<file path="src/rtl/motion_cfg_pkg.sv">
// constants and lookups for the motion detector configuration block
`default_nettype none
package motion_cfg_pkg;

	// ------------------------------------------------------------
	// mode strap levels
	// ------------------------------------------------------------
	localparam logic [1:0] LVL_GND = 2'h0;
	localparam logic [1:0] LVL_OPEN = 2'h1;
	localparam logic [1:0] LVL_PULLUP = 2'h2;
	localparam logic [1:0] LVL_VDD = 2'h3;

	// ------------------------------------------------------------
	// register indices, fields and reset values
	// ------------------------------------------------------------
	localparam logic [6:0] STATUS_IDX = 7'h00;
	localparam logic [6:0] DETECT_LEVEL_IDX = 7'h02;
	localparam logic [6:0] LINGER_TIME_IDX = 7'h0A;
	localparam int THR_W = 13;
	localparam int HOLD_W = 16;
	localparam logic [12:0] THR_RESET = 13'h0050;
	localparam logic [15:0] HOLD_RESET = 16'h03E8;
	localparam int FRAME_BITS = 24;
	localparam int HDR_BITS = 8;
	localparam logic [3:0] BASIC_LOW_BITS = 4'h2;

	// ------------------------------------------------------------
	// timing
	// ------------------------------------------------------------
	localparam int CLK_HZ = 100_000_000;
	localparam int MS_TIME = 1;
	localparam int MS_CYCLES = CLK_HZ / 1000 * MS_TIME;
	localparam int MEAN_WINDOW_US = 500;
	localparam int MEAN_WINDOW_CYCLES = CLK_HZ / 1_000_000 * MEAN_WINDOW_US;
	localparam int HOLD_CNT_W = 21;

	typedef enum logic [1:0] {
		ST_BOOT = 2'b00,
		ST_RUN = 2'b01
	} cfg_state_t;

	// threshold level code to detector threshold
	function automatic logic [12:0] thr_lookup(input logic [3:0] code);
		case (code)
			4'h0: thr_lookup = 13'd61;
			4'h1: thr_lookup = 13'd66;
			4'h2: thr_lookup = 13'd80;
			4'h3: thr_lookup = 13'd90;
			4'h4: thr_lookup = 13'd112;
			4'h5: thr_lookup = 13'd136;
			4'h6: thr_lookup = 13'd192;
			4'h7: thr_lookup = 13'd248;
			4'h8: thr_lookup = 13'd320;
			4'h9: thr_lookup = 13'd284;
			4'hA: thr_lookup = 13'd480;
			4'hB: thr_lookup = 13'd640;
			4'hC: thr_lookup = 13'd896;
			4'hD: thr_lookup = 13'd1344;
			4'hE: thr_lookup = 13'd1920;
			default: thr_lookup = 13'd2560;
		endcase
	endfunction

	// hold level code to hold time in ms; code 0 depends on PRT
	function automatic logic [20:0] hold_lookup(input logic [3:0] code,
			input logic [1:0] prt);
		case (code)
			4'h0: hold_lookup = (prt == 2'h2) ? 21'd16 :
				(prt == 2'h0) ? 21'd32 :
				(prt == 2'h3) ? 21'd64 : 21'd128;
			4'h1: hold_lookup = 21'd500;
			4'h2: hold_lookup = 21'd1000;
			4'h3: hold_lookup = 21'd2000;
			4'h4: hold_lookup = 21'd3000;
			4'h5: hold_lookup = 21'd5000;
			4'h6: hold_lookup = 21'd10000;
			4'h7: hold_lookup = 21'd30000;
			4'h8: hold_lookup = 21'd45000;
			4'h9: hold_lookup = 21'd60000;
			4'hA: hold_lookup = 21'd90000;
			4'hB: hold_lookup = 21'd120000;
			4'hC: hold_lookup = 21'd300000;
			4'hD: hold_lookup = 21'd600000;
			4'hE: hold_lookup = 21'd900000;
			default: hold_lookup = 21'd1800000;
		endcase
	endfunction

endpackage
`default_nettype wire

</file>
<file path="src/rtl/motion_detector_config.sv">
// strap decode, spi registers and detector hold logic
`default_nettype none

module motion_detector_config #(
	parameter int MS_CYCLES = motion_cfg_pkg::MS_CYCLES,
	parameter int MEAN_WINDOW_CYCLES = motion_cfg_pkg::MEAN_WINDOW_CYCLES
) (
	input wire logic mclk,
	input wire logic nrst,
	input wire logic [1:0] mode_strap,
	input wire logic boot_option,
	input wire logic [1:0] prt_strap,
	input wire logic [3:0] threshold_strap,
	input wire logic [3:0] linger_strap,
	input wire logic [12:0] strength,
	input wire logic strength_valid,
	input wire logic approaching,
	input wire logic spi_csn,
	input wire logic spi_sck,
	input wire logic spi_mosi,
	output logic spi_miso,
	output logic spi_miso_oe,
	output logic presence_flag_n,
	output logic approach_flag,
	output logic spi_mode,
	output logic ext_clk_en,
	output logic advance_mode
);

	// ------------------------------------------------------------
	// parameter checks
	// ------------------------------------------------------------
	if (MS_CYCLES < 1 || MS_CYCLES > 1048576) begin : g_chk_ms
		$error("MS_CYCLES out of range");
	end
	if (MEAN_WINDOW_CYCLES < 1 || MEAN_WINDOW_CYCLES > 1048576) begin : g_chk_w
		$error("MEAN_WINDOW_CYCLES out of range");
	end

	// ------------------------------------------------------------
	// boot capture
	// ------------------------------------------------------------
	motion_cfg_pkg::cfg_state_t state_q;
	logic [1:0] mode_q;
	logic [1:0] prt_q;
	logic adv_q;
	logic auto_mode;

	assign auto_mode = (mode_q == motion_cfg_pkg::LVL_GND) ||
		(mode_q == motion_cfg_pkg::LVL_OPEN);

	always_ff @(posedge mclk) begin
		if (!nrst) begin
			state_q <= motion_cfg_pkg::ST_BOOT;
			mode_q <= motion_cfg_pkg::LVL_VDD;
			prt_q <= 2'h0;
			adv_q <= 1'b0;
		end else begin
			case (state_q)
				motion_cfg_pkg::ST_BOOT: begin
					mode_q <= mode_strap;
					prt_q <= prt_strap;
					adv_q <= boot_option && !mode_strap[1];
					state_q <= motion_cfg_pkg::ST_RUN;
				end
				default: state_q <= motion_cfg_pkg::ST_RUN;
			endcase
		end
	end

	always_ff @(posedge mclk) begin
		if (!nrst) begin
			spi_mode <= 1'b1;
			ext_clk_en <= 1'b0;
			advance_mode <= 1'b0;
		end else begin
			spi_mode <= !auto_mode;
			ext_clk_en <= (mode_q == motion_cfg_pkg::LVL_PULLUP);
			advance_mode <= adv_q;
		end
	end

	// ------------------------------------------------------------
	// mean window and strap level sampling
	// ------------------------------------------------------------
	logic [19:0] win_cnt_q;
	logic win_tick;
	logic [3:0] thr_code_q;
	logic [3:0] hold_code_q;

	assign win_tick = (win_cnt_q == 20'(MEAN_WINDOW_CYCLES - 1));

	always_ff @(posedge mclk) begin
		if (!nrst || win_tick) begin
			win_cnt_q <= 20'h00000;
		end else begin
			win_cnt_q <= win_cnt_q + 20'h00001;
		end
	end

	always_ff @(posedge mclk) begin
		if (!nrst) begin
			thr_code_q <= motion_cfg_pkg::BASIC_LOW_BITS;
			hold_code_q <= motion_cfg_pkg::BASIC_LOW_BITS;
		end else if (state_q == motion_cfg_pkg::ST_BOOT ||
				(win_tick && adv_q)) begin
			if (adv_q || (state_q == motion_cfg_pkg::ST_BOOT &&
					boot_option && !mode_strap[1])) begin
				thr_code_q <= threshold_strap;
				hold_code_q <= linger_strap;
			end else begin
				thr_code_q <= {threshold_strap[3:2],
					motion_cfg_pkg::BASIC_LOW_BITS[1:0]};
				hold_code_q <= {linger_strap[3:2],
					motion_cfg_pkg::BASIC_LOW_BITS[1:0]};
			end
		end
	end

	// ------------------------------------------------------------
	// spi register port
	// ------------------------------------------------------------
	logic [12:0] detect_level_q;
	logic [15:0] linger_time_q;
	logic sck_q;
	logic [4:0] bit_cnt_q;
	logic [23:0] shift_q;
	logic [15:0] tx_q;
	logic active_q;
	logic sck_rise;
	logic sck_fall;
	logic [23:0] frame;

	assign sck_rise = spi_sck && !sck_q && !spi_csn;
	assign sck_fall = !spi_sck && sck_q && !spi_csn;
	// bits so far plus mosi now; index lands in the top seven
	assign frame = {shift_q[22:0], spi_mosi};

	function automatic logic [15:0] reg_read(input logic [6:0] idx,
			input logic [12:0] thr, input logic [15:0] hold,
			input logic [3:0] st);
		if (idx == motion_cfg_pkg::DETECT_LEVEL_IDX) begin
			reg_read = {3'h0, thr};
		end else if (idx == motion_cfg_pkg::LINGER_TIME_IDX) begin
			reg_read = hold;
		end else if (idx == motion_cfg_pkg::STATUS_IDX) begin
			reg_read = {12'h000, st};
		end else begin
			reg_read = 16'h0000;
		end
	endfunction

	always_ff @(posedge mclk) begin
		if (!nrst) begin
			sck_q <= 1'b0;
		end else begin
			sck_q <= spi_sck;
		end
	end

	always_ff @(posedge mclk) begin
		if (!nrst || spi_csn) begin
			bit_cnt_q <= 5'h00;
			shift_q <= 24'h000000;
		end else if (sck_rise) begin
			shift_q <= frame;
			bit_cnt_q <= bit_cnt_q + 5'h01;
		end
	end

	// ------------------------------------------------------------
	// register writes
	// ------------------------------------------------------------

	always_ff @(posedge mclk) begin
		if (!nrst) begin
			detect_level_q <= motion_cfg_pkg::THR_RESET;
			linger_time_q <= motion_cfg_pkg::HOLD_RESET;
		end else if (sck_rise && !auto_mode &&
				bit_cnt_q == 5'(motion_cfg_pkg::FRAME_BITS - 1) &&
				frame[16]) begin
			if (frame[23:17] == motion_cfg_pkg::DETECT_LEVEL_IDX) begin
				detect_level_q <= frame[12:0];
			end else if (frame[23:17] ==
					motion_cfg_pkg::LINGER_TIME_IDX) begin
				linger_time_q <= frame[15:0];
			end
		end
	end

	// ------------------------------------------------------------
	// read data shifter
	// ------------------------------------------------------------

	always_ff @(posedge mclk) begin
		if (!nrst) begin
			tx_q <= 16'h0000;
			spi_miso <= 1'b0;
			spi_miso_oe <= 1'b0;
		end else begin
			spi_miso_oe <= !spi_csn;
			if (sck_rise && bit_cnt_q == 5'(motion_cfg_pkg::HDR_BITS - 1)) begin
				tx_q <= reg_read(frame[7:1], detect_level_q,
					linger_time_q, {adv_q, active_q, mode_q});
			end else if (sck_fall &&
					bit_cnt_q >= 5'(motion_cfg_pkg::HDR_BITS)) begin
				spi_miso <= tx_q[15];
				tx_q <= {tx_q[14:0], 1'b0};
			end
		end
	end

	// ------------------------------------------------------------
	// detector and hold countdown
	// ------------------------------------------------------------
	logic [12:0] thr_sel;
	logic [20:0] hold_sel;
	logic [19:0] ms_cnt_q;
	logic ms_tick;
	logic [20:0] hold_q;
	logic hit;

	always_comb begin
		if (auto_mode) begin
			thr_sel = motion_cfg_pkg::thr_lookup(thr_code_q);
			hold_sel = motion_cfg_pkg::hold_lookup(hold_code_q,
				prt_q);
		end else begin
			thr_sel = detect_level_q;
			hold_sel = {5'h00, linger_time_q};
		end
	end

	assign hit = strength_valid && (strength >= thr_sel) &&
		state_q == motion_cfg_pkg::ST_RUN;
	assign ms_tick = (ms_cnt_q == 20'(MS_CYCLES - 1));

	always_ff @(posedge mclk) begin
		if (!nrst || hit || ms_tick) begin
			ms_cnt_q <= 20'h00000;
		end else begin
			ms_cnt_q <= ms_cnt_q + 20'h00001;
		end
	end

	// ------------------------------------------------------------
	// hold countdown
	// ------------------------------------------------------------

	always_ff @(posedge mclk) begin
		if (!nrst) begin
			hold_q <= 21'h000000;
			active_q <= 1'b0;
		// a hit in the expiry cycle wins
		end else if (hit) begin
			hold_q <= hold_sel;
			active_q <= 1'b1;
		end else if (active_q && ms_tick) begin
			if (hold_q <= 21'h000001) begin
				hold_q <= 21'h000000;
				active_q <= 1'b0;
			end else begin
				hold_q <= hold_q - 21'h000001;
			end
		end
	end

	// ------------------------------------------------------------
	// detector outputs
	// ------------------------------------------------------------

	always_ff @(posedge mclk) begin
		if (!nrst) begin
			presence_flag_n <= 1'b1;
			approach_flag <= 1'b0;
		end else begin
			presence_flag_n <= !(active_q || hit);
			if (hit) begin
				approach_flag <= approaching;
			end else if (!active_q) begin
				approach_flag <= 1'b0;
			end
		end
	end

endmodule
`default_nettype wire

</file>
<file path="config.mk">
export PLATFORM = sky130hd
export DESIGN_NAME = motion_detector_config
export DESIGN_NICKNAME = d
export VERILOG_FILES = /design/src/rtl/motion_cfg_pkg.sv /design/src/rtl/motion_detector_config.sv
export SDC_FILE = /design/constraint.sdc
export NUM_CORES = 1
export LEC_CHECK = 0
export ABC_AREA = 1
export BUFFER_PORTS_ARGS = -buffer_cell sky130_fd_sc_hd__buf_2
export CORE_UTILIZATION = 37
export CTS_BUF_LIST = sky130_fd_sc_hd__clkbuf_16
export DETAILED_ROUTE_END_ITERATION = 8
export GPL_ROUTABILITY_DRIVEN = 0
export RECOVER_POWER = 25
export SLEW_MARGIN = 15
export SYNTH_ARGS = -nofsm -noshare
export SYNTH_HDL_FRONTEND = slang
export SYNTH_SLANG_ARGS = --single-unit
</file>
<file path="constraint.sdc">
create_clock -name mclk -period 5.55 [get_ports mclk]
set_clock_uncertainty 0.1 [all_clocks]
set_input_delay 0.8325 -clock mclk [delete_from_list [all_inputs] [get_ports mclk]]
set_output_delay 0.8325 -clock mclk [all_outputs]
set_load 0.1 [all_outputs]
</file>
==> impl_metrics.yaml <==
min_path:
  worstHoldStart: "ms_cnt_q[0]"
  holdPathEnd: "ms_cnt_q[0]"
  holdPathStages: 1
  hp-class: "flop to flop"
route:
  routedWlPerCell_um: 13.4
  vias_per_cell: 4.87
  drtIter0Drc: 542
  ant_nets: 0
  routed-via-count: 7925
  drt_pass1_iterations: 5
  routed_wirelength_mm: 21.8
  route.detailed.drc: 0
power:
  cellPowerDensity_nw_per_um2: 296
  ir_worst_vdd_mv: 0.217
  pwr-share-comb_pct: 12.4
  p_int_w: 0.00206
  net-switching-power_w: 0.000847
  seq_power_share_pct: 44.0
  p_sw_share_pct: 29.2
  pwr-share-clk_pct: 43.6
  p_leak_nw: 4.17
placed_design:
  place_ws_ns: 1.73
  io_buffer_count: 39
  dp_hpwl_mm: 16.1
yosys:
  netlist_instances: 1279
  synth_edf_count: 0
  yosys.cell_types.count: 45
  synthDominantCellAreaShare_pct: 38.3
  async_flop_share_pct: 0
  synth.avg_cell_area_um2: 6.90
  ys.flop_type: "dfxtp_1"
  synth_common_cells: "nand2_1 (282), dfxtp_1 (169), nor2_1 (167)"
  synth-seq-cells: 169
  syn_area_um2: 8830
  synth_area_leaders: "dfxtp_1 (38%), nand2_1 (12%), nor2_1 (7.1%)"
  yosysSeqAreaShare_pct: 38.3
  synth.net_count: 1337
  yosys_warnings: 0
  synth.most_common_cell: "nand2_1"
  yosysTopAreaCell: "dfxtp_1"
clocking:
  clk_pin_slew_worst_paths_ns: 0.07
  clk_latency_ns: 0.44
  cts_buffer_depth: 2
  cts_buffers: 17
  cts_tree: "done"
  clkSinkCount: 169
  htree_levels: 4
  cts-root-buf: "clkbuf_16"
  post_cts_buffers: 0
  holdBufCountCts: 0
  cts-resized-gates: 0
layout:
  layout-drive-gt1-share_pct: 9.17
  antenna_cells: 0
  syn_to_final_growth_pct: 11.2
  final_net_count: 1354
  num-fill-cells: 2462
floorplanning:
  initial_utilization_pct: 37.6
  fp.dieH_um: 156
  core_area_um2: 23500
  num_rows: 56
  dieArea_um2: 24500
  io_pins: 40
  die_w_um: 156
grt:
  busiest_layer: "met2"
  grt_pass1_vias: 7202
  met1_usage_pct: 25.6
  grt_max_degree: 45
  use_met2_pct: 29.4
  grt_use_total_pct: 18.7
  met3_usage_pct: 3.49
  grt_first_pass_wirelength_mm: 36.2
  grt_overflow: 0
  antenna_found_initial: 0
sta:
  worst_slew_pin_slew_ns: 1.99
  fin_ws_ns: 1.42
  max_freq_mhz: 242
  report.final.hold_viol_count: 0
  slew_violations: 76
  rsz0062_at_grt: "no"
  fin_crit_ns: 4.13
  finalCritPeriodShare_pct: 74.4
  finalSetupTns_ns: 0
  timing.slew.headroom_pct: -32.6
  setup_viol: 0
critical_path:
  timing.rr.start: "mode_q[1]"
  crit-reg2reg-capture: "ms_cnt_q[11]"
  worst-r2r-cell-count: 11
  cp.required_ns: 5.77
  path_class: "primary input to flop"
  r2r_slack_ns: 1.70
  crit_fanout: 44
  cp-start-kind: "primary input"
  arrival_ns: 4.35
  crit_path_end_kind: "flop"
flow_run:
  maxCapViolCount: 2
outcome:
  violations: "max-capacitance violations, max-slew violations"
  status: "finished, violations left"
[logic make-up (layout without fill, tap and decap cells)]
logic type	count (synthesis)	in the layout	synth area share, %
AO/OA/AOI/OAI	217	217	13.4
XOR/XNOR	26	26	2.58
adder cells (fa/ha/maj)	25	25	3.54
buffers and inverters	204	234	9.29
flip-flops	169	169	38.3
multiplexers	3	3	0.340
AND/OR/NAND/NOR	635	635	32.5
[layout make-up]
type	count	area, um2	area share, %
repair buffers	44	215	2.19
multi-input cells	906	4600	46.8
clock inverters	15	201	2.05
well taps	319	399	4.07
inverters	158	594	6.05
clock buffers	17	425	4.33
flip-flops and latches	169	3380	34.5
[worst max-delay path by stage]
stage                   start           end  cells past startpoint
finish                   nrst          flop                     10
global route             nrst          flop                     10
global placement    mode_q[1]  ms_cnt_q[16]                     11
detailed placement  mode_q[1]  ms_cnt_q[11]                     11
floorplan           mode_q[1]     hold_q[1]                     17
CTS                 mode_q[1]  ms_cnt_q[16]                     11
[per-stage QoR]
step | total power, W | cells | hold WS (ns) | cell area [um2] | utilization [%]
global route | 0.00303 | 1628 | 0.378 | 9820 | 41.8
floorplan | 0.00158 | 1279 | 0.313 | 8830 | -
detailed placement | 0.00166 | 1596 | 0.339 | 9240 | 39.4
CTS | 0.00293 | 1628 | 0.354 | 9860 | 42.0
global placement | 0.00166 | 1596 | 0.325 | 9240 | 39.4
finish | 0.00290 | 1628 | 0.348 | 9820 | 41.8
[state kept, by name, indices dropped and copies added, names as in the netlist, named ones only]
signal	cells
shift_q	23
hold_q	21
ms_cnt_q	20
win_cnt_q	20
linger_time_q	16
tx_q	16
detect_level_q	13
bit_cnt_q	5
hold_code_q	4
thr_code_q	4
mode_q	2
prt_q	2
active_q	1
adv_q	1
advance_mode	1
approach_flag	1
ext_clk_en	1
presence_flag_n	1
sck_q	1
spi_miso	1
spi_miso_oe	1
spi_mode	1
state_q	1
[power by group through the flow]
stage | clock network [W] | registers, W | logic [W]
after floorplan | 0 | 0.00130 | 0.000275
after global placement | 0 | 0.00131 | 0.000356
after detailed placement | 0 | 0.00131 | 0.000359
after CTS | 0.00129 | 0.00128 | 0.000362
after global routing | 0.00134 | 0.00128 | 0.000410
final | 0.00127 | 0.00128 | 0.000359
[metal layers]
metal	part of all wire, %	vias up
met3	4.3	25
met2	44	165
met4	1.9	0
met5	0	-
li1	-	4163
met1	49	3572
[critical path: stages]
cell and delay [ns]:
clkbuf_1 1.40, inv_1 0.09, clkbuf_1 0.65, nor2_1 0.57, inv_1 0.12, ha_1 0.21
nor2_1 0.15, nand3_1 0.09, nand3_1 0.16, nand2_1 0.07
[layout by cell type, fill, tap and decap left out, drive strengths merged]
cell        n
a211oi     15
a21oi      82
a31oi      14
and2        1
and3        3
buf        34
bufinv      2
clkbuf     27
clkinv     10
clkinvlp    1
dfxtp     169
ha         25
inv       160
mux2i       3
nand2     291
nand3      96
nand3b      5
nand4      11
nor2      181
nor2b       1
nor3       33
nor3b       2
nor4        3
o211ai     15
o21ai      88
o221ai      2
o22ai       1
or2         8
xnor2       7
xor2       19
No activity file was read; power rests on OpenSTA's default activity.
